File: config.mk
export PLATFORM = sky130hd
export DESIGN_NAME = sensor_calibration_and_error_status
export DESIGN_NICKNAME = d
export VERILOG_FILES = /design/src/sensor_cal_pkg.sv /design/src/nvm_write_verifier.sv /design/src/sensor_calibration_and_error_status.sv /design/src/switch_hold_qualifier.sv
export SDC_FILE = /design/constraint.sdc
export NUM_CORES = 1
export LEC_CHECK = 0
export ABC_AREA = 0
export BUFFER_PORTS_ARGS = -buffer_cell sky130_fd_sc_hd__buf_4
export CAP_MARGIN = 20
export CORE_MARGIN = 1.5
export CORE_UTILIZATION = 55
export CTS_CLUSTER_SIZE = 8
export DETAILED_ROUTE_END_ITERATION = 6
export GPL_TIMING_DRIVEN = 0
export PLACE_DENSITY = 0.82
export SETUP_SLACK_MARGIN = 0.3
export SLEW_MARGIN = 25
export SYNTH_ARGS = -nofsm -noshare
export SYNTH_HDL_FRONTEND = slang
export SYNTH_SLANG_ARGS = --single-unit
File: constraint.sdc
create_clock -name clk_sys -period 14.45 [get_ports clk_sys]
set_clock_uncertainty 0.2 [all_clocks]
set_input_delay 4.335 -clock clk_sys [delete_from_list [all_inputs] [get_ports clk_sys]]
set_output_delay 4.335 -clock clk_sys [all_outputs]
set_load 0.02 [all_outputs]
File: src/sensor_cal_pkg.sv
// Constants shared by the calibration and error status block
package sensor_cal_pkg;
  // Clock and switch hold time
  localparam longint CLK_HZ          = 64'd250_000_000;
  localparam longint CAL_HOLD_S      = 64'd8;
  localparam longint CAL_HOLD_CYC_L  = CAL_HOLD_S * CLK_HZ;
  localparam logic [31:0] CAL_HOLD_CYC = CAL_HOLD_CYC_L[31:0];
  // Calibration reference values in ppm
  localparam logic [15:0] REF_BG_RESET = 16'h0190;
  localparam logic [15:0] REF_ZERO     = 16'h0000;
  localparam logic [15:0] ZERO_CONST_RESET = 16'h0000;
  // Probe dynamic range limits
  localparam logic [15:0] PROBE_MIN    = 16'h0000;
  localparam logic [15:0] PROBE_MAX    = 16'h1388;
  // Error byte bit positions
  localparam int ERR_FATAL   = 0;
  localparam int ERR_OFFSET  = 1;
  localparam int ERR_ALGO    = 2;
  localparam int ERR_OUTPUT  = 3;
  localparam int ERR_DIAG    = 4;
  localparam int ERR_RANGE   = 5;
  localparam int ERR_MEMORY  = 6;
  localparam logic [7:0] ERR_RESET     = 8'h00;
  localparam logic [7:0] ERR_AUTO_MASK = 8'h22;
  localparam logic [7:0] ERR_USED_MASK = 8'h7F;
  // Power-up self-test timeout in cycles
  localparam logic [15:0] SELFTEST_TIMEOUT = 16'h0FA0;
  // Self-test sequencer states, Gray along the usual path
  typedef enum logic [1:0] {
    ST_START = 2'b00,
    ST_WAIT  = 2'b01,
    ST_DONE  = 2'b11
  } selftest_state_t;
endpackage : sensor_cal_pkg

File: src/nvm_write_verifier.sv
// Read-back check after every nonvolatile memory write
`timescale 1ns/1ps
module nvm_write_verifier (
  input  wire logic       clk_sys,
  input  wire logic       rst,
  input  wire logic       nvm_write_done,
  input  wire logic [7:0] nvm_write_data,
  input  wire logic       nvm_readback_valid,
  input  wire logic [7:0] nvm_readback_data,
  output logic            readback_request,
  output logic            mismatch
);
  logic [7:0] expect_reg;
  logic       pending_reg;
  logic       req_reg;
  logic       miss_reg;
  logic       compare_now;

  assign compare_now = pending_reg && nvm_readback_valid;

  // Latch written data, request read-back, compare on return
  always_ff @(posedge clk_sys or posedge rst) begin
    if (rst) begin
      expect_reg  <= 8'h00;
      pending_reg <= 1'b0;
      req_reg     <= 1'b0;
      miss_reg    <= 1'b0;
    end else begin
      req_reg  <= nvm_write_done;
      miss_reg <= compare_now && (nvm_readback_data != expect_reg);
      if (nvm_write_done) begin
        expect_reg  <= nvm_write_data;
        pending_reg <= 1'b1;
      end else if (compare_now) begin
        pending_reg <= 1'b0;
      end
    end
  end

  assign readback_request = req_reg;
  assign mismatch         = miss_reg;
endmodule : nvm_write_verifier

File: src/sensor_calibration_and_error_status.sv
// Calibration switches, self-diagnostics and error byte with status pin
`timescale 1ns/1ps
module sensor_calibration_and_error_status #(
  parameter logic [31:0] HOLD_CYCLES = sensor_cal_pkg::CAL_HOLD_CYC
) (
  input  wire logic        clk_sys,
  input  wire logic        rst,
  input  wire logic        background_cal_switch_n,
  input  wire logic        zero_cal_switch_n,
  input  wire logic        reading_valid,
  input  wire logic [15:0] reading_ppm,
  input  wire logic        ref_write,
  input  wire logic [15:0] ref_write_data,
  input  wire logic        uart_err_write,
  input  wire logic [7:0]  uart_err_write_data,
  input  wire logic        probe_valid,
  input  wire logic [15:0] probe_value,
  input  wire logic        fatal_fault,
  input  wire logic        offset_reg_fault,
  input  wire logic        nvm_config_invalid,
  input  wire logic        output_fault,
  input  wire logic        selfdiag_fault,
  input  wire logic        selftest_done,
  input  wire logic        selftest_pass,
  input  wire logic        nvm_write_done,
  input  wire logic [7:0]  nvm_write_data,
  input  wire logic        nvm_readback_valid,
  input  wire logic [7:0]  nvm_readback_data,
  output logic             selftest_start,
  output logic             selftest_busy,
  output logic             nvm_readback_request,
  output logic             background_calibration_cmd,
  output logic             zero_calibration_cmd,
  output logic             cal_apply,
  output logic [15:0]      zero_constant,
  output logic [15:0]      cal_reference,
  output logic [7:0]       uart_err_read_data,
  output logic [7:0]       i2c_err_read_data,
  output logic             status_ok
);

  // Qualified switch levels
  logic bg_held;
  logic zero_held;

  // Calibration registers
  logic [15:0] ref_reg;
  logic [15:0] ref_next;
  logic [15:0] zero_const_reg;
  logic [15:0] zero_const_next;
  logic        apply_reg;
  logic        cal_step;
  logic [15:0] target_ppm;
  logic [15:0] correction;

  // Self-test sequencer
  sensor_cal_pkg::selftest_state_t st_reg;
  sensor_cal_pkg::selftest_state_t st_next;
  logic [15:0] st_timer_reg;
  logic [15:0] st_timer_next;
  logic        st_timeout;
  logic        st_fail;

  // Range check and memory check
  logic        range_viol;
  logic        range_bad_reg;
  logic        mem_mismatch;

  // Error byte
  logic [7:0]  sticky_reg;
  logic [7:0]  sticky_next;
  logic [7:0]  sticky_set;
  logic [7:0]  sticky_keep;
  logic [7:0]  auto_bits;
  logic [7:0]  err_byte;
  logic [7:0]  err_out_reg;
  logic        status_reg;

  // Range test used for probe samples
  function automatic logic in_range(input logic [15:0] value);
    in_range = (value >= sensor_cal_pkg::PROBE_MIN) && (value <= sensor_cal_pkg::PROBE_MAX);
  endfunction : in_range

  // Background calibration contact qualifier
  switch_hold_qualifier #(
    .HOLD_CYCLES (HOLD_CYCLES)
  ) u_bg_switch (
    .clk_sys     (clk_sys),
    .rst         (rst),
    .contact_n   (background_cal_switch_n),
    .held_active (bg_held)
  );

  // Zero calibration contact qualifier
  switch_hold_qualifier #(
    .HOLD_CYCLES (HOLD_CYCLES)
  ) u_zero_switch (
    .clk_sys     (clk_sys),
    .rst         (rst),
    .contact_n   (zero_cal_switch_n),
    .held_active (zero_held)
  );

  // Memory write read-back verifier
  nvm_write_verifier u_nvm_verify (
    .clk_sys            (clk_sys),
    .rst                (rst),
    .nvm_write_done     (nvm_write_done),
    .nvm_write_data     (nvm_write_data),
    .nvm_readback_valid (nvm_readback_valid),
    .nvm_readback_data  (nvm_readback_data),
    .readback_request   (nvm_readback_request),
    .mismatch           (mem_mismatch)
  );

  // Calibration target selection, background switch has priority
  assign target_ppm = bg_held ? ref_reg : sensor_cal_pkg::REF_ZERO;
  assign cal_step   = reading_valid && (bg_held || zero_held);
  assign correction = 16'(target_ppm - reading_ppm);
  assign zero_const_next = cal_step ? 16'(zero_const_reg + correction) : zero_const_reg;
  assign ref_next   = ref_write ? ref_write_data : ref_reg;

  // Reference and zero constant storage
  always_ff @(posedge clk_sys or posedge rst) begin
    if (rst) begin
      ref_reg        <= sensor_cal_pkg::REF_BG_RESET;
      zero_const_reg <= sensor_cal_pkg::ZERO_CONST_RESET;
      apply_reg      <= 1'b0;
    end else begin
      ref_reg        <= ref_next;
      zero_const_reg <= zero_const_next;
      apply_reg      <= cal_step;
    end
  end

  // Power-up self-test sequencing
  assign st_timeout = (st_timer_reg >= sensor_cal_pkg::SELFTEST_TIMEOUT);
  always_comb begin
    st_next       = st_reg;
    st_timer_next = st_timer_reg;
    case (st_reg)
      sensor_cal_pkg::ST_START: begin
        st_next       = sensor_cal_pkg::ST_WAIT;
        st_timer_next = 16'h0000;
      end
      sensor_cal_pkg::ST_WAIT: begin
        st_timer_next = 16'(st_timer_reg + 16'h0001);
        if (selftest_done || st_timeout) begin
          st_next = sensor_cal_pkg::ST_DONE;
        end
      end
      sensor_cal_pkg::ST_DONE: begin
        st_next = sensor_cal_pkg::ST_DONE;
      end
      default: begin
        st_next = sensor_cal_pkg::ST_START;
      end
    endcase
  end

  // Self-test fails on a bad result or no answer in time
  assign st_fail = (st_reg == sensor_cal_pkg::ST_WAIT) &&
                   ((selftest_done && !selftest_pass) || (!selftest_done && st_timeout));

  // Self-test state register
  always_ff @(posedge clk_sys or posedge rst) begin
    if (rst) begin
      st_reg       <= sensor_cal_pkg::ST_START;
      st_timer_reg <= 16'h0000;
    end else begin
      st_reg       <= st_next;
      st_timer_reg <= st_timer_next;
    end
  end

  // Probe range check, result held until next sample
  assign range_viol = probe_valid && !in_range(probe_value);
  always_ff @(posedge clk_sys or posedge rst) begin
    if (rst) begin
      range_bad_reg <= 1'b0;
    end else if (probe_valid) begin
      range_bad_reg <= range_viol;
    end
  end

  // Self-clearing bits follow their live condition
  assign auto_bits = {1'b0, 1'b0, range_bad_reg, 1'b0,
                      1'b0, 1'b0, offset_reg_fault, 1'b0};

  // Sticky fault sources by bit position
  assign sticky_set = {1'b0,
                       mem_mismatch,
                       1'b0,
                       selfdiag_fault || st_fail,
                       output_fault,
                       nvm_config_invalid,
                       1'b0,
                       fatal_fault};

  // Host overwrite replaces sticky bits, a new fault wins over the clear
  assign sticky_keep = uart_err_write ?
                       (uart_err_write_data & ~sensor_cal_pkg::ERR_AUTO_MASK) :
                       sticky_reg;
  assign sticky_next = (sticky_keep | sticky_set) &
                       sensor_cal_pkg::ERR_USED_MASK & ~sensor_cal_pkg::ERR_AUTO_MASK;

  // Sticky error storage, cleared only by overwrite or reset
  always_ff @(posedge clk_sys or posedge rst) begin
    if (rst) begin
      sticky_reg <= sensor_cal_pkg::ERR_RESET;
    end else begin
      sticky_reg <= sticky_next;
    end
  end

  // All faults merge into one byte
  assign err_byte = (sticky_reg | auto_bits) & sensor_cal_pkg::ERR_USED_MASK;

  // Registered read copy and status pin
  always_ff @(posedge clk_sys or posedge rst) begin
    if (rst) begin
      err_out_reg <= sensor_cal_pkg::ERR_RESET;
      status_reg  <= 1'b1;
    end else begin
      err_out_reg <= err_byte;
      status_reg  <= (err_byte == 8'h00);
    end
  end

  // Output drive
  assign selftest_start             = (st_reg == sensor_cal_pkg::ST_START);
  assign selftest_busy              = (st_reg != sensor_cal_pkg::ST_DONE);
  assign background_calibration_cmd = bg_held;
  assign zero_calibration_cmd       = zero_held && !bg_held;
  assign cal_apply                  = apply_reg;
  assign zero_constant              = zero_const_reg;
  assign cal_reference              = ref_reg;
  assign uart_err_read_data         = err_out_reg;
  assign i2c_err_read_data          = err_out_reg;
  assign status_ok                  = status_reg;

endmodule : sensor_calibration_and_error_status

File: src/switch_hold_qualifier.sv
// Synchronises an active-low contact and qualifies a long closure
`timescale 1ns/1ps
module switch_hold_qualifier #(
  parameter logic [31:0] HOLD_CYCLES = sensor_cal_pkg::CAL_HOLD_CYC
) (
  input  wire logic clk_sys,
  input  wire logic rst,
  input  wire logic contact_n,
  output logic      held_active
);
  logic        sync1_reg;
  logic        sync2_reg;
  logic [31:0] count_reg;
  logic [31:0] count_next;
  logic        closed;
  logic        reached;

  // Two-stage synchroniser on the raw pin
  always_ff @(posedge clk_sys or posedge rst) begin
    if (rst) begin
      sync1_reg <= 1'b1;
      sync2_reg <= 1'b1;
    end else begin
      sync1_reg <= contact_n;
      sync2_reg <= sync1_reg;
    end
  end

  // Contact to ground reads as active
  assign closed     = ~sync2_reg;
  assign reached    = (count_reg >= HOLD_CYCLES);
  // Restart from zero whenever the contact opens
  assign count_next = !closed ? 32'h0000_0000 :
                      reached ? count_reg : count_reg + 32'h0000_0001;

  // Closure duration counter
  always_ff @(posedge clk_sys or posedge rst) begin
    if (rst) begin
      count_reg <= 32'h0000_0000;
    end else begin
      count_reg <= count_next;
    end
  end

  // Active only after full hold time and while still closed
  assign held_active = closed && reached;
endmodule : switch_hold_qualifier
; ---- Word level (Yosys, flattened, before mapping)
; Index checks and enable logic that the tools add are counted.
; W data, S select, Z words.
[totals]
register_bits = 144
input_bits = 89
wordCells = 74
[classes]
add_sub_neg = 5
order_cmp = 5
eq_ne = 7
n_mux = 11
n_bitwise = 4
reduce_logical = 23
[ops]
columns = cell, count
row1 = $mux W32, 4
row2 = $add A32 B1 Y32 const B, 2
row3 = $ge A32 B31 Y1 const B, 2
row4 = $pmux W16 S2, 1
row5 = $add A16 B1 Y16 const B, 1
row6 = $add A16 B16 Y16, 1
row7 = $ge A16 B1 Y1 const B, 1
row8 = $ge A16 B12 Y1 const B, 1
row9 = $le A16 B13 Y1 const B, 1
row10 = $mux W16, 1
row11 = $sub A16 B16 Y16, 1
row12 = $logic_and A1 B1 Y1, 11
row13 = $logic_not A8 Y1, 1
row14 = $ne A8 B8 Y1, 1
row15 = $mux W7, 1
row16 = $or A7 B6 Y7, 1
row17 = $or A7 B7 Y7, 1
row18 = $pmux W2 S3, 1
row19 = $logic_not A1 Y1, 4
row20 = $logic_or A1 B1 Y1, 4
row21 = $ne A2 B1 Y1 const B, 2
row22 = $ne A2 B2 Y1 const B, 2
row23 = $reduce_bool A2 Y1, 2
row24 = $eq A2 B1 Y1 const B, 1
row25 = 5 further kinds, 7

; ---- Logic depth before layout (Yosys ltp)
[depth]
word_depth = 6
depth_mapped = 20
mapped_depth_nobuf = 19

; ---- Hierarchy
; Synthesis repeated with hierarchy kept, for this count alone.
[hier_totals]
cells_unflattened = 857
area_unflattened_um2 = 8461.9
[by_module_without_submodules]
columns = module, instances, cells_each, area_each_um2, seq_area_each_um2
row1 = sensor_calibration_and_error_status, 1, 412, 4018.9, 1631.6
row2 = switch_hold_qualifier, 2, 205, 1983.2, 853.3
row3 = nvm_write_verifier, 1, 35, 476.7, 275.3

; ---- Worst setup path after synthesis
; OpenSTA, ideal clock, no wires.
[synth_path]
path_type = input -> register
startpoint = input reading_ppm[4]
endpoint = register zero_const_reg[15] (netlist: zero_constant[15])
setup_ns = 0.127
t_arrival_ns = 6.677
required_ns = 14.123
setup_slack_ns = 7.446
cell_stages = 11
path_buffers = 0
path_cell_list = fa_1 -> inv_1 -> ha_1 -> a21oi_1 -> o22ai_1 -> a211oi_1 -> nor4_1 -> a2111oi_1 -> a21oi_1 -> xnor2_1 -> o21ai_0
[synth_between]
elab_chain_cells = 2
[synth_rtl]
columns = element, line
row1 = start: declaration, sensor_calibration_and_error_status.sv:11  ; input wire logic [15:0] reading_ppm,
row2 = $sub A16 B16 Y16, sensor_calibration_and_error_status.sv:119  ; assign correction = 16'(target_ppm - reading_ppm);
row3 = $add A16 B16 Y16, sensor_calibration_and_error_status.sv:120  ; assign zero_const_next = cal_step ? 16'(zero_const_reg + correction) : zero_const_reg;
row4 = end signal: assignment, sensor_calibration_and_error_status.sv:127  ; zero_const_reg <= sensor_cal_pkg::ZERO_CONST_RESET;
row5 = end signal: assignment, sensor_calibration_and_error_status.sv:131  ; zero_const_reg <= zero_const_next;
row6 = end: declaration, sensor_calibration_and_error_status.sv:49  ; logic [15:0] zero_const_reg;
; No other way between the ends.
; A chain may end at the register's enable or synchronous reset.

; ---- Worst setup path in the final report
[layout_path]
startpoint = register u_bg_switch.count_reg[17]
endpoint = output background_calibration_cmd
[layout_between]
elab_chain_cells = 2
[layout_rtl]
columns = element, line
row1 = start: declaration, switch_hold_qualifier.sv:13  ; logic [31:0] count_reg;
row2 = start signal: assignment, switch_hold_qualifier.sv:41  ; count_reg <= count_next;
row3 = $ge A32 B31 Y1, switch_hold_qualifier.sv:31  ; assign reached = (count_reg >= HOLD_CYCLES);
row4 = $logic_and A1 B1 Y1, switch_hold_qualifier.sv:46  ; assign held_active = closed && reached;
row5 = end: declaration, sensor_calibration_and_error_status.sv:32  ; output logic background_calibration_cmd,
; No other way between the ends.

==> flow_summary.yaml <==
run_status:
  status: "finished clean"
detailed_routing:
  post-route-drc-count: 0
  ant_nets: 0
  drt_iter0_drc: 422
  viasPerCell: 5.381
  drt_pre_antenna_iters: 7
  via_count: 5930
  drt-wirelength-per-cell_microns: 15.14
  routed_wl_mm: 16.69
clock_network:
  cts_hold_buffers: 0
  cts-resized-gates: 0
  worstSkewPairLatency_ns: 0.42
  htreeDepth: 4
  cts.sinks: 144
  clk_pin_slew_worst_paths_ns: 0.06
  cts_buffers: 17
  cts_root_buf: "clkbuf_16"
  cts_tree: "done"
  post_cts_buffers: 0
  clockBufferDepth: 2
critical_path:
  crit-reg2reg-launch: "u_bg_switch.count_reg[17]"
  worstPathMaxFanout: 10
  arrival_ns: 2.91
  crit-reg2reg-capture: "zero_constant[15]"
  start_kind: "flip-flop"
  required_ns: 9.91
  ff2ff_setup_slack_ns: 8.87
  startpoint: "u_bg_switch.count_reg[17]"
  worstRegToRegCells: 18
  crit_type: "reg -> out"
  endpoint: "background_calibration_cmd"
  crit_path_end_kind: "output port"
logic_synthesis:
  ys_warn_count: 0
  ys_seq_area_frac: 0.4742
  syn_inst: 756
  synth_area_leaders: "dfrtp_1, xor2_1, nor2_1, mux2_2, fa_1"
  yosys.cell_types.count: 62
  synth_edf_count: 0
  synth_ff_type: "dfrtp_1"
  syn-cell-area_sq_um: 7620
  synth_top_area_share: 0.4466
  synth-async-reset-ratio: 1.000
  synth-seq-cells: 144
  synth.avg_cell_area_sq_um: 10.08
  synth.largest_area_cell: "dfrtp_1"
global_route:
  track_usage: 0.2452
  grt_pass1_wl_mm: 28.12
  grt_max_degree: 102
  first_global_vias: 5985
  grt-ovfl-total: 0
  antenna_found_initial: 0
final_layout:
  final_layout_size_suffix_gt1_frac: 0.2549
  nFillCells: 997
  area_growth_pct: 24.94
  multiInputGateArea_sq_um: 3630
  antennaDiodeCount: 0
  nets: 1039
  register_area_sq_um: 3613
hold_path:
  hold_path.class: "reg -> reg"
  hold_start: "u_bg_switch.sync1_reg"
floorplan:
  rows: 42
  ios: 144
  die_height_microns: 120.7
  start_util: 0.5686
  die_x_microns: 120.7
  dieArea_sq_um: 14570
  coreArea_sq_um: 13400
power:
  cellLeakagePower_nw: 4.456
  power_density_nw_per_um2: 102.4
  p_total_mw: 0.9754
  ir_drop_uv: 129.7
placed_design:
  portBuffers: 136
  gp_congestion: 0.8414
  hpwl_mm: 11.74
sta:
  worst_pin_slew_ns: 0.6159
  min_period_ns: 7.449
  finalSetupViolCount: 0
  finalCritPeriodShare: 0.5155
  hold_violations: 0
  setup_tns_ns: 0
  slew_violations: 0
  rsz0062_at_grt: "no"
  clock.fmax_mhz: 134.3
  relSlewSlack: 0.5884
run:
  cap_violations: 0
-- kinds of logic after synthesis --
kind of cell | after synthesis | synth area share
compound gates | 90 | 0.08177
simple gates | 278 | 0.1744
mux | 28 | 0.04138
xor+xnor | 89 | 0.1023
flops | 144 | 0.4742
fa+ha+maj | 37 | 0.07553
buf+inv | 89 | 0.04992
other cells | 1 | 0.0004921
-- cell type report --
type	instances	share of cell area
Clock buffer	18	0.04613
Clock inverter	14	0.01906
Multi-Input combinational cell	524	0.3813
Tap cell	176	0.02313
Timing Repair Buffer	137	0.1101
Sequential cell	144	0.3796
Inverter	58	0.02366
Buffer	31	0.01709
-- critical path, cell delays in order, from the launching register on --
cell and delay [ns]:
dfrtp_1 0.45, nand4b_1 0.20, a211oi_1 0.28, o21a_1 0.20
a41oi_2 0.16, nor2_2 0.49, clkbuf_1 0.47, buf_4 0.24
-- power by group --
| group | switching [mW] | total (mW) | internal (mW) | leakage, nW |
|---|---|---|---|---|
| Combinational | 0.0453 | 0.0894 | 0.0441 | 2.30 |
| Sequential | 0.0105 | 0.428 | 0.417 | 1.86 |
| Clock | 0.179 | 0.458 | 0.279 | 0.295 |
-- stage by stage --
step / setup slack [ns] / cell area [sq um] / std cells / utilization / hold slack (ns)
after detailed placement: 6.895 / 8900 / 1070 / 0.6641 / 0.1490
final: 7.001 / 9520 / 1102 / 0.7105 / 0.1570
after global routing: 6.867 / 9520 / 1102 / 0.7105 / 0.1638
after global placement: 4.471 / 8865 / 1069 / 0.6615 / 0.1455
after floorplan: 6.062 / 7624 / 757 / - / 0.1452
after CTS: 7.008 / 9520 / 1102 / 0.7105 / 0.1581
-- how the worst min path moves through the flow --
stage / slack (ns) / endpoint / cells past startpoint
finish: 0.16 / u_bg_switch.sync2_reg / 0
global route: 0.16 / u_zero_switch.sync2_reg / 0
CTS: 0.16 / u_bg_switch.sync2_reg / 0
detailed placement: 0.15 / u_zero_switch.sync2_reg / 0
global placement: 0.15 / u_bg_switch.sync2_reg / 0
floorplan: 0.15 / u_bg_switch.sync2_reg / 0
-- placed cells by master (no fill, tap or decap), drive strengths merged, types with 22 or more instances in the layout --
cell type  Yosys  layout
xor2          69      69
mux2          28      28
dfrtp        136     136
inv           58      62
clkbuf        13      31
o21ai         31      31
ha            22      22
buf           18     155
nor2          92      92
nand2         67      67
nand3         32      32
-- routing by layer --
metal,part of all wire,GRT usage,vias up
met2,0.50,0.4116,165
met3,0.049,0.05991,22
met4,0.011,0.06471,0
met1,0.44,0.3193,2905
li1,-,-,2838
met5,0,0,-
-- cell usage after synthesis (10+ instances only) --
master,instances
xor2_1,69
or3_1,10
clkbuf_1,13
fa_1,15
a21oi_1,17
nand4_1,13
inv_1,58
mux2_2,27
nor2_1,89
xnor2_1,20
buf_4,10
nor2b_1,12
ha_1,22
nor3_1,13
and3_1,11
o21ai_0,30
nand2_1,67
nand3_1,32
dfrtp_1,136
Note: power is estimated with default switching activity, not from simulation.
